[config.mk]
export PLATFORM = sky130hd
export DESIGN_NAME = fst_watchdog
export DESIGN_NICKNAME = d
export VERILOG_FILES = /design/src/rtl/fst_pkg.sv /design/src/rtl/fst_divider.sv /design/src/rtl/fst_watchdog.sv
export VERILOG_INCLUDE_DIRS = /design/src /design/src/rtl
export SDC_FILE = /design/constraint.sdc
export NUM_CORES = 1
export LEC_CHECK = 0
export BUFFER_PORTS_ARGS = -buffer_cell sky130_fd_sc_hd__buf_2
export CAP_MARGIN = 20
export CORE_MARGIN = 8
export CORE_UTILIZATION = 40
export CTS_BUF_LIST = sky130_fd_sc_hd__clkbuf_16
export CTS_CLUSTER_DIAMETER = 30
export DETAILED_ROUTE_END_ITERATION = 12
export PLACE_DENSITY = 0.63
export SYNTH_ARGS = -nofsm -noshare
export SYNTH_HDL_FRONTEND = slang
export SYNTH_SLANG_ARGS = --single-unit
[constraint.sdc]
create_clock -name clk_i -period 4.7 [get_ports clk_i]
set_input_delay 0.705 -clock clk_i [delete_from_list [all_inputs] [get_ports clk_i]]
set_output_delay 0.705 -clock clk_i [all_outputs]
set_load 0.1 [all_outputs]
[src/rtl/fst_cfg.svh]
// Constants of the fail-safe timer: register indices, field positions,
// reset values, codes and timing counts.
// Assumes a 125 MHz clock that also serves as the high-frequency clock.
`ifndef FST_CFG_SVH
`define FST_CFG_SVH

`define FST_CONFIG_IDX   8'h34
`define FST_CODE_IDX     8'h35
`define FST_STATUS_IDX   8'h3C

`define FST_EN_BIT       3
`define FST_DTS_MSB      2
`define FST_DTS_LSB      1
`define FST_OUT_BIT      0

`define FST_EN_RST       1'b1
`define FST_DTS_RST      2'h0
`define FST_OUT_RST      1'b1

`define FST_CODE_CLEAR   8'h4E
`define FST_CODE_DISABLE 8'hB1

`define FST_DIV_W        25
`define FST_TAP_BASE     23

`define FST_RST_TIME_FC  16
`define FST_CLK_KHZ      125000
`define FST_FC_KHZ       125000
`define FST_RST_CYC      \
   ((`FST_RST_TIME_FC * `FST_CLK_KHZ + `FST_FC_KHZ - 1) / `FST_FC_KHZ)

`endif

[src/rtl/fst_pkg.sv]
// Types and shared decode of the fail-safe timer.
// Assumes fst_cfg.svh is on the include path.
package fst_pkg;

   typedef enum logic [1:0] {
      FST_IDLE  = 2'b01,
      FST_PULSE = 2'b10
   } fst_rst_state_t;

   // Mask of divider bits that must all be set for one counter step
   function automatic logic [31:0] fst_tap_mask(input logic [4:0] base,
                                                input logic [1:0] dts,
                                                input logic       dv);
      logic [4:0] k;
      k = base - {2'b00, dts, 1'b0} + {4'h0, dv};
      return (32'h00000001 << k) - 32'h00000001;
   endfunction

endpackage

[src/rtl/fst_divider.sv]
// Free-running clock divider of the fail-safe timer.
// Assumes the parent holds run_i low in the low-power modes.
`timescale 1ns/1ns
`include "fst_cfg.svh"
module fst_divider #(
   parameter int DIV_W    = `FST_DIV_W,
   parameter int TAP_BASE = `FST_TAP_BASE
) (
   input  wire logic       clk_i,
   input  wire logic       rst_i,
   input  wire logic       run_i,
   input  wire logic [1:0] dts_i,
   input  wire logic       dv_i,
   output logic            tick_o
);
   import fst_pkg::*;

   logic [DIV_W-1:0] div;
   logic [31:0]      mask;

   // One tick every quarter of the detection time
   always_comb begin
      mask   = fst_tap_mask(5'(TAP_BASE), dts_i, dv_i);
      tick_o = run_i && ((div & mask[DIV_W-1:0]) == mask[DIV_W-1:0]);
   end

   // Only a reset clears the divider, so a clear code leaves it running
   always_ff @(posedge clk_i) begin
      if (rst_i) begin
         div <= '0;
      end else if (run_i) begin
         div <= div + 1'b1;
      end
   end

endmodule

[src/rtl/fst_watchdog.sv]
// Fail-safe timer top: Wishbone slave, two-stage counter, reset pulse
// and pseudo NMI request.
// Assumes classic Wishbone, one clock, and that the CPU reports the end
// of its non-maskable handler and any software interrupt in service.
`timescale 1ns/1ns
`include "fst_cfg.svh"
module fst_watchdog #(
   parameter int DIV_W    = `FST_DIV_W,
   parameter int TAP_BASE = `FST_TAP_BASE
) (
   input  wire logic        clk_i,
   input  wire logic        rst_i,
   input  wire logic        wb_cyc_i,
   input  wire logic        wb_stb_i,
   input  wire logic        wb_we_i,
   input  wire logic [9:0]  wb_adr_i,
   input  wire logic [3:0]  wb_sel_i,
   input  wire logic [31:0] wb_dat_i,
   output logic      [31:0] wb_dat_o,
   output logic             wb_ack_o,
   input  wire logic        stop_i,
   input  wire logic        idle_i,
   input  wire logic        divider_stage_sel_i,
   input  wire logic        nmi_return_from_nmi_instr_done_i,
   input  wire logic        sw_nmi_busy_i,
   output logic             wd_pseudo_nmi_o,
   output logic             chip_reset_o,
   output logic             reset_pin_o,
   output logic             reset_pin_oe_o
);
   import fst_pkg::*;

   localparam int RST_CYC = `FST_RST_CYC;

   logic           wb_hit;
   logic           wb_done;
   logic [7:0]     wb_idx;
   logic           wr_cfg;
   logic           wr_code;
   logic [7:0]     wdat;
   logic           code_clear;
   logic           code_disable;

   logic           wd_run_enable;
   logic [1:0]     detect_time_sel;
   logic           overflow_action_sel;
   logic           disabled;
   logic [1:0]     bin_cnt;
   logic           tick;
   logic           run;
   logic           ovf;

   logic           nmi_pending;
   logic           nmi_busy;
   logic           nmi_issue;

   fst_rst_state_t rst_state;
   logic [4:0]     rst_len;
   logic           pulse_active;
   logic           int_rst;

   function automatic logic reg_hit(input logic [7:0] idx,
                                    input logic [7:0] want);
      return idx == want;
   endfunction

   // Bus decode; registers sit in byte lane 0, except status bit 8 (nmi_busy)
   always_comb begin
      wb_hit       = wb_cyc_i && wb_stb_i && !wb_ack_o;
      // Writes land on the edge that ends the cycle with ack high
      wb_done      = wb_cyc_i && wb_stb_i && wb_ack_o;
      wb_idx       = wb_adr_i[9:2];
      wdat         = wb_dat_i[7:0];
      wr_cfg       = wb_done && wb_we_i && wb_sel_i[0]
                     && reg_hit(wb_idx, `FST_CONFIG_IDX);
      wr_code      = wb_done && wb_we_i && wb_sel_i[0]
                     && reg_hit(wb_idx, `FST_CODE_IDX);
      code_clear   = wr_code && (wdat == `FST_CODE_CLEAR);
      code_disable = wr_code && (wdat == `FST_CODE_DISABLE);
   end

   // The watchdog's own pulse resets the block like the reset input, except the bus answer and the reset pulse logic
   always_comb begin
      pulse_active = (rst_state == FST_PULSE);
      int_rst      = rst_i || pulse_active;
   end

   // Config register
   always_ff @(posedge clk_i) begin
      if (int_rst) begin
         wd_run_enable       <= `FST_EN_RST;
         detect_time_sel     <= `FST_DTS_RST;
         overflow_action_sel <= `FST_OUT_RST;
      end else if (wr_cfg) begin
         wd_run_enable       <= wdat[`FST_EN_BIT];
         detect_time_sel     <= wdat[`FST_DTS_MSB:`FST_DTS_LSB];
         // AND keeps interrupt mode once chosen
         overflow_action_sel <= overflow_action_sel
                                & wdat[`FST_OUT_BIT];
      end
   end

   // Disable takes the enable bit as it stands at the code write
   always_ff @(posedge clk_i) begin
      if (int_rst) begin
         disabled <= 1'b0;
      end else if (code_disable && !wd_run_enable) begin
         disabled <= 1'b1;
      end else if (wr_cfg && wdat[`FST_EN_BIT]) begin
         disabled <= 1'b0;
      end
   end

   always_comb begin
      run = !disabled && !stop_i && !idle_i;
      // Three or four ticks after a clear, since the divider keeps phase
      ovf = tick && run && (bin_cnt == 2'h3) && !code_clear;
   end

   fst_divider #(
      .DIV_W    (DIV_W),
      .TAP_BASE (TAP_BASE)
   ) u_div (
      .clk_i  (clk_i),
      .rst_i  (int_rst),
      .run_i  (!stop_i && !idle_i),
      .dts_i  (detect_time_sel),
      .dv_i   (divider_stage_sel_i),
      .tick_o (tick)
   );

   // Two-stage binary counter
   always_ff @(posedge clk_i) begin
      if (int_rst) begin
         bin_cnt <= 2'h0;
      end else if (disabled) begin
         bin_cnt <= 2'h0;
      end else if (code_clear) begin
         bin_cnt <= 2'h0;
      end else if (tick && run) begin
         bin_cnt <= bin_cnt + 2'h1;
      end
   end

   // Interrupt path: a new request waits while a handler is in service
   always_comb begin
      nmi_issue = nmi_pending && !nmi_busy && !sw_nmi_busy_i;
   end

   always_ff @(posedge clk_i) begin
      if (int_rst) begin
         nmi_pending <= 1'b0;
      end else if (ovf && !overflow_action_sel) begin
         nmi_pending <= 1'b1;
      end else if (nmi_issue) begin
         nmi_pending <= 1'b0;
      end
   end

   always_ff @(posedge clk_i) begin
      if (int_rst) begin
         nmi_busy <= 1'b0;
      end else if (nmi_issue) begin
         nmi_busy <= 1'b1;
      end else if (nmi_return_from_nmi_instr_done_i) begin
         nmi_busy <= 1'b0;
      end
   end

   always_ff @(posedge clk_i) begin
      if (int_rst) begin
         wd_pseudo_nmi_o <= 1'b0;
      end else begin
         wd_pseudo_nmi_o <= nmi_issue;
      end
   end

   // Reset pulse; if the pin feeds rst_i back it is cut short
   always_ff @(posedge clk_i) begin
      if (rst_i) begin
         rst_state      <= FST_IDLE;
         rst_len        <= 5'h00;
         reset_pin_oe_o <= 1'b0;
         chip_reset_o   <= 1'b0;
      end else begin
         case (rst_state)
            FST_IDLE: begin
               if (ovf && overflow_action_sel) begin
                  rst_state      <= FST_PULSE;
                  rst_len        <= 5'h00;
                  reset_pin_oe_o <= 1'b1;
                  chip_reset_o   <= 1'b1;
               end
            end
            FST_PULSE: begin
               rst_len <= rst_len + 5'h01;
               if (rst_len == 5'(RST_CYC - 1)) begin
                  rst_state      <= FST_IDLE;
                  reset_pin_oe_o <= 1'b0;
                  chip_reset_o   <= 1'b0;
               end
            end
            default: begin
               rst_state      <= FST_IDLE;
               rst_len        <= 5'h00;
               reset_pin_oe_o <= 1'b0;
               chip_reset_o   <= 1'b0;
            end
         endcase
      end
   end

   // Open-drain pin only ever drives low
   always_ff @(posedge clk_i) begin
      reset_pin_o <= 1'b0;
   end

   // Bus answer one cycle after the request, unmapped reads give zero
   always_ff @(posedge clk_i) begin
      if (rst_i) begin
         wb_ack_o <= 1'b0;
         wb_dat_o <= 32'h00000000;
      end else begin
         wb_ack_o <= wb_hit;
         wb_dat_o <= 32'h00000000;
         if (wb_hit && !wb_we_i && reg_hit(wb_idx, `FST_STATUS_IDX)) begin
            wb_dat_o <= {23'h000000, nmi_busy, nmi_pending, disabled,
                         overflow_action_sel, detect_time_sel,
                         wd_run_enable, bin_cnt};
         end
      end
   end

   // Ticks since the last clear; an independent shadow for the checks
   logic [1:0]     clr_ticks;

   always_ff @(posedge clk_i) begin
      if (int_rst || code_clear || disabled) begin
         clr_ticks <= 2'h0;
      end else if (tick && run && (clr_ticks != 2'h3)) begin
         clr_ticks <= clr_ticks + 2'h1;
      end
   end
endmodule

Word level (Yosys, flattened, before mapping)
Index checks and enable logic that the tools add are counted.
Widths: inputs -> output; s select.
{"block": "word_totals", "reg_bits": 76, "input_bits": 56, "wordCells": 92}
{"block": "op_classes", "n_addsub": 6, "n_eq_ne": 12, "shifts": 1, "n_mux": 14, "n_bitwise": 3, "reduce_logical": 41}
{"operator": "$add 25x1->25 const B", "count": 1}
{"operator": "$and 25x25->25", "count": 1}
{"operator": "$eq 25x25->1", "count": 1}
{"operator": "$shl 1x5->25 const A", "count": 1}
{"operator": "$sub 25x1->25 const B", "count": 1}
{"operator": "$eq 8x6->1 const B", "count": 3}
{"operator": "$logic_and 1x1->1", "count": 24}
{"operator": "$logic_not 1->1", "count": 10}
{"operator": "$pmux 5 s2", "count": 1}
{"operator": "$eq 8x7->1 const B", "count": 1}
{"operator": "$eq 8x8->1 const B", "count": 1}
{"operator": "$mux 1", "count": 8}
{"operator": "$reduce_bool 2->1", "count": 3}
{"operator": "$add 5x1->5", "count": 1}
{"operator": "$add 5x1->5 const B", "count": 1}
{"operator": "$eq 5x4->1 const B", "count": 1}
{"operator": "$mux 5", "count": 1}
{"operator": "$sub 5x3->5 const A", "count": 1}
{"operator": "$eq 2x2->1 const B", "count": 2}
{"operator": "$mux 2", "count": 2}
{"operator": "$pmux 2 s2", "count": 1}
{"operator": "$reduce_or 3->1", "count": 1}
{"operator": "$add 2x1->2 const B", "count": 1}
{"operator": "$eq 2x1->1 const B", "count": 1}
{"operator": "8 further kinds", "count": 8}

Logic depth before layout (Yosys ltp)
{"block": "depth", "depth_word": 13, "ltp_mapped": 10, "ltp_nobuf": 9}

By module
Synthesis repeated with hierarchy kept, for this count alone.
{"block": "unflattened", "hier_cells": 272, "area_unflattened_um2": 2536.2}
{"mod": "fst_watchdog", "n_inst": 1, "cells_each": 129, "area_each_um2": 1283.7, "seq_area_each_um2": 540.5}
{"mod": "fst_divider", "n_inst": 1, "cells_each": 143, "area_each_um2": 1252.5, "seq_area_each_um2": 500.5}

Least setup slack after synthesis
No wires, ideal clock.
{"block": "synth_path", "kind": "input to register", "startpoint": "in divider_stage_sel_i", "endpoint": "reg rst_len[3]", "setup_ns": 0.078, "t_arrival_ns": 2.307, "required_time_ns": 4.622, "setup_slack_ns": 2.316, "cell_stages": 10, "path_buffers": 1, "cell_sequence": "nor2b_1 > nand2_1 > ha_1 > or3b_1 > a22oi_1 > nor4_1 > and4_1 > buf_4 > and4_1 > nor3_1"}
{"block": "synth_via", "elab_chain_cells": 11}
{"item": "from (decl)", "line": "fst_watchdog.sv:23", "rtl": "input wire logic divider_stage_sel_i,"}
{"item": "$add 5x1->5 (*)", "line": "fst_pkg.sv:15", "rtl": "k = base - {2'b00, dts, 1'b0} + {4'h0, dv};"}
{"item": "$shl 1x5->25 (*)", "line": "fst_pkg.sv:16", "rtl": "return (32'h00000001 << k) - 32'h00000001;"}
{"item": "$sub 25x1->25 (*)", "line": "fst_pkg.sv:16"}
{"item": "$and 25x25->25", "line": "fst_divider.sv:24", "rtl": "tick_o = run_i && ((div & mask[DIV_W-1:0]) == mask[DIV_W-1:0]);"}
{"item": "$eq 25x25->1 (*)", "line": "fst_divider.sv:24"}
{"item": "$logic_and 1x1->1 (*)", "line": "fst_divider.sv:24"}
{"item": "$logic_and 1x1->1 (*)"}
{"item": "$logic_and 1x1->1 (*) (2 in a row)", "line": "fst_watchdog.sv:117", "rtl": "ovf = tick && run && (bin_cnt == 2'h3) && !code_clear;"}
{"item": "$logic_and 1x1->1 (*)", "line": "fst_watchdog.sv:188", "rtl": "if (ovf && overflow_action_sel) begin"}
{"item": "$ne 2x2->1 (no line) (*)"}
{"item": "to (signal assigned)", "line": "fst_watchdog.sv:196", "rtl": "rst_len <= rst_len + 5'h01;"}
{"item": "to (decl)", "line": "fst_watchdog.sv:58", "rtl": "logic [4:0] rst_len;"}
Mark *: on every way between the ends. The rest lies on a longest branch, timed or not.
A chain may end at the register's enable or synchronous reset.

Worst setup path in the final report
{"block": "layout_path", "startpoint": "in stop_i", "endpoint": "reg rst_state[0]"}
{"block": "layout_via", "elab_chain_cells": 9}
{"item": "from (decl)", "line": "fst_watchdog.sv:21", "rtl": "input wire logic stop_i,"}
{"item": "$logic_not 1->1 (*)", "line": "fst_watchdog.sv:115, fst_watchdog.sv:126"}
{"item": "$logic_and 1x1->1, on equally long branches", "line": "fst_watchdog.sv:126, fst_watchdog.sv:115"}
{"item": "$logic_and 1x1->1, on equally long branches", "line": "fst_divider.sv:24, fst_watchdog.sv:115"}
{"item": "$logic_and 1x1->1 (*)"}
{"item": "$logic_and 1x1->1 (*) (2 in a row)", "line": "fst_watchdog.sv:117"}
{"item": "$logic_and 1x1->1 (*)", "line": "fst_watchdog.sv:188"}
{"item": "$ne 2x2->1 (no line) (*)"}
{"item": "$reduce_and 2->1 (no line) (*)"}
{"item": "to (signal assigned)", "line": "fst_watchdog.sv:189", "rtl": "rst_state <= FST_PULSE;"}
{"item": "to (signal assigned)", "line": "fst_watchdog.sv:198", "rtl": "rst_state <= FST_IDLE;"}
{"item": "to (signal assigned)", "line": "fst_watchdog.sv:204", "rtl": "rst_state <= FST_IDLE;"}
{"item": "to (decl)", "line": "fst_watchdog.sv:57", "rtl": "fst_rst_state_t rst_state;"}
Marks and branches as above.

==> metrics.txt <==
Fin Setup TNS 0 ns; Area Overhead vs Synth 11.40%; number of synthesized register bits 52; drt drc 0; Layout Utilization 0.4559; commonest cells after routing, fill and taps aside dfxtp_1, buf_2, nor2_1, nand2_1, conb_1; DP Area 2725 µm²; main flop type after synthesis dfxtp_1; RSZ-0062 raised after global routing no; crit path DAT 2.62 ns; Highest Clock Rate 409.5 MHz; gr ovfl total 0; met2 usage 0.1958; Slew headroom 0.6399; Final Hold Fails 0; met3 Use GR 0.04056; CTS resizes 0; ANT cells 0; # setup viols final 0; max-cap viol count 0; met1 Usage GRT 0.1438; CP Class input port to register; Routed Antenna Nets 0; Vias/cell 4.974; Synth area leader dfxtp_1; largest cells by area after synthesis dfxtp_1, buf_4, nor2_1; Slew @ Worst Pin 0.5402 ns; RD Place Congestion 0.7996; Starting DRT DRC Count 73; commonest non-fill, non-tap cell in the layout dfxtp_1; Worst Hold Class register to register; CTS tree yes; register area share after synthesis 0.4053; clk_lat worst skew 0.29 ns; clock root buffer clkbuf_16; Post-CTS Setup Bufs 0; Fill cells 648; HPWL after DPL 4036 µm; Startpoint Class input port; die width 96.14 µm; wire per inst 12.66 µm; Post-Syn Instances 301; Core Rows 29; routed wire length 5267 µm; dpl ws 1.943 ns; final worst-path cycle share 0.5196; Power, Total 905.0 µW; post-synth top area share 0.4053; IO Pins 93; global-route wire length before repair 8852 µm; Slowest-stage cell, CP or3_1; Core Region 6277 µm²; initial antenna violation count 0; post-synthesis async set-or-reset flop share 0; GRT busiest layer met2; port bufs 39; CTS buffer count 5; vias in the first global route 1,958; Post-synth EDFFs 0; count of cell types in the netlist 48; area of the die 9242 µm²; Post-CTS Hold Buffers 0; Starting Density 0.4092; Max clock buf depth 2; Power Density 316.3 nW/µm²; Sink Count 52; pin count of the biggest net entering global routing 20; Max VDD drop 0.1774 mV; H-tree levels 2; status complete, no violations; worst setup margin 2.258 ns; critical path, cell by cell buf_2 -> nand4bb_1 -> or3_1 -> nor3_4 -> and4_1 -> a31oi_1 -> or2_1; min cycle time layout 2.442 ns; via count 2,069; Mapped Area 2569 µm²; clock slew at reported path FFs 0.06 ns; Final nets 399; share of layout cells above drive strength 1 0.1504; delay-heaviest family, CP simple AND/OR/NAND/NOR gates; TritonRoute pass-1 iters 4; Synth Warn # 0; clk_skew 0.003828 ns; Hold Slack 0.4710 ns; GRT Total Usage 0.1207; Crit. End Element register; CP peak stage delay 0.47 ns; required time worst endpoint 4.88 ns; syn avg cell area 8.534 µm²; fin. max-slew vios 0; CP Buf/Inv Count 1; CP Max Fanout 8; chip height 96.14 µm; Pleak 1.153 nW; Post-Place Cells 408; Non-Filler Instances 416; cell area after layout 2861 µm²
registers in the layout, indices dropped and copies added, names as in the netlist, 2 cells and up:
name and cells:
u_div.div 25, wb_dat_o 9, rst_len 5, detect_time_sel 2
bin_cnt 2
final timing paths:
path / from / to / slack (ns) / cells past startpoint
min: wd_run_enable / wd_run_enable / 0.47 / 2
min reg2reg: wd_run_enable / wd_run_enable / 0.47 / 2
max reg2reg: u_div.div[0] / rst_state[0] / 2.28 / 7
max: stop_i / rst_state[0] / 2.26 / 7
routing by layer:
layer,wire length [µm],part of all wire,vias to the layer above
met5,0,0,-
met4,48,0.0091,0
met3,345,0.066,4
met2,2496,0.47,44
met1,2376,0.45,954
li1,-,-,1067
synth_stat cells, types with 2 or more instances:
| library cell | count |
|---|---|
| a21oi_1 | 15 |
| a31oi_1 | 4 |
| and2_1 | 10 |
| and3_1 | 3 |
| and4_1 | 6 |
| buf_4 | 26 |
| clkbuf_1 | 6 |
| conb_1 | 2 |
| dfxtp_1 | 52 |
| ha_1 | 5 |
| inv_1 | 7 |
| mux2i_1 | 2 |
| nand2_1 | 28 |
| nand2b_1 | 6 |
| nand3_1 | 10 |
| nand3b_1 | 4 |
| nand4_1 | 5 |
| nand4b_1 | 2 |
| nor2_1 | 30 |
| nor2b_1 | 3 |
| nor3_1 | 9 |
| nor4_1 | 3 |
| o21ai_0 | 13 |
| o32ai_1 | 2 |
| or3_1 | 10 |
| xnor2_1 | 6 |
| xor2_1 | 11 |
kinds of logic (layout without fill, tap and decap cells):
family | count (synthesis) | after routing | synth area share
AO/OA/AOI/OAI | 40 | 40 | 0.08914
flip-flops | 52 | 52 | 0.4053
XOR/XNOR | 17 | 17 | 0.05796
adder cells (fa/ha/maj) | 5 | 5 | 0.02435
buffers and inverters | 40 | 55 | 0.09937
other | 2 | 25 | 0.002924
AND/OR/NAND/NOR | 142 | 142 | 0.3088
multiplexers | 3 | 3 | 0.01218
tightest hold or removal path: cells and delay by family (launching register included):
kind	cells	cell delay, ns
flops	1	0.32
simple gates	2	0.11
report_power, final:
group          internal (mW)  switching, mW  leakage [nW]  total, mW
Sequential             0.442        0.00119         0.419      0.443
Clock                  0.192          0.152        0.0738      0.344
Combinational         0.0147          0.103         0.660      0.118
Total                  0.649          0.256          1.15      0.905
layout make-up:
class,count,area (µm²),share of cell area
repair buffers,40,202.7,0.07084
flip-flops and latches,52,1041,0.3638
clock inverters,3,11.26,0.003935
well taps,77,96.34,0.03367
multi-input cells,232,1359,0.4749
clock buffers,5,125.1,0.04373
inverters,7,26.28,0.009182
Power figures use the tool's default switching activity.
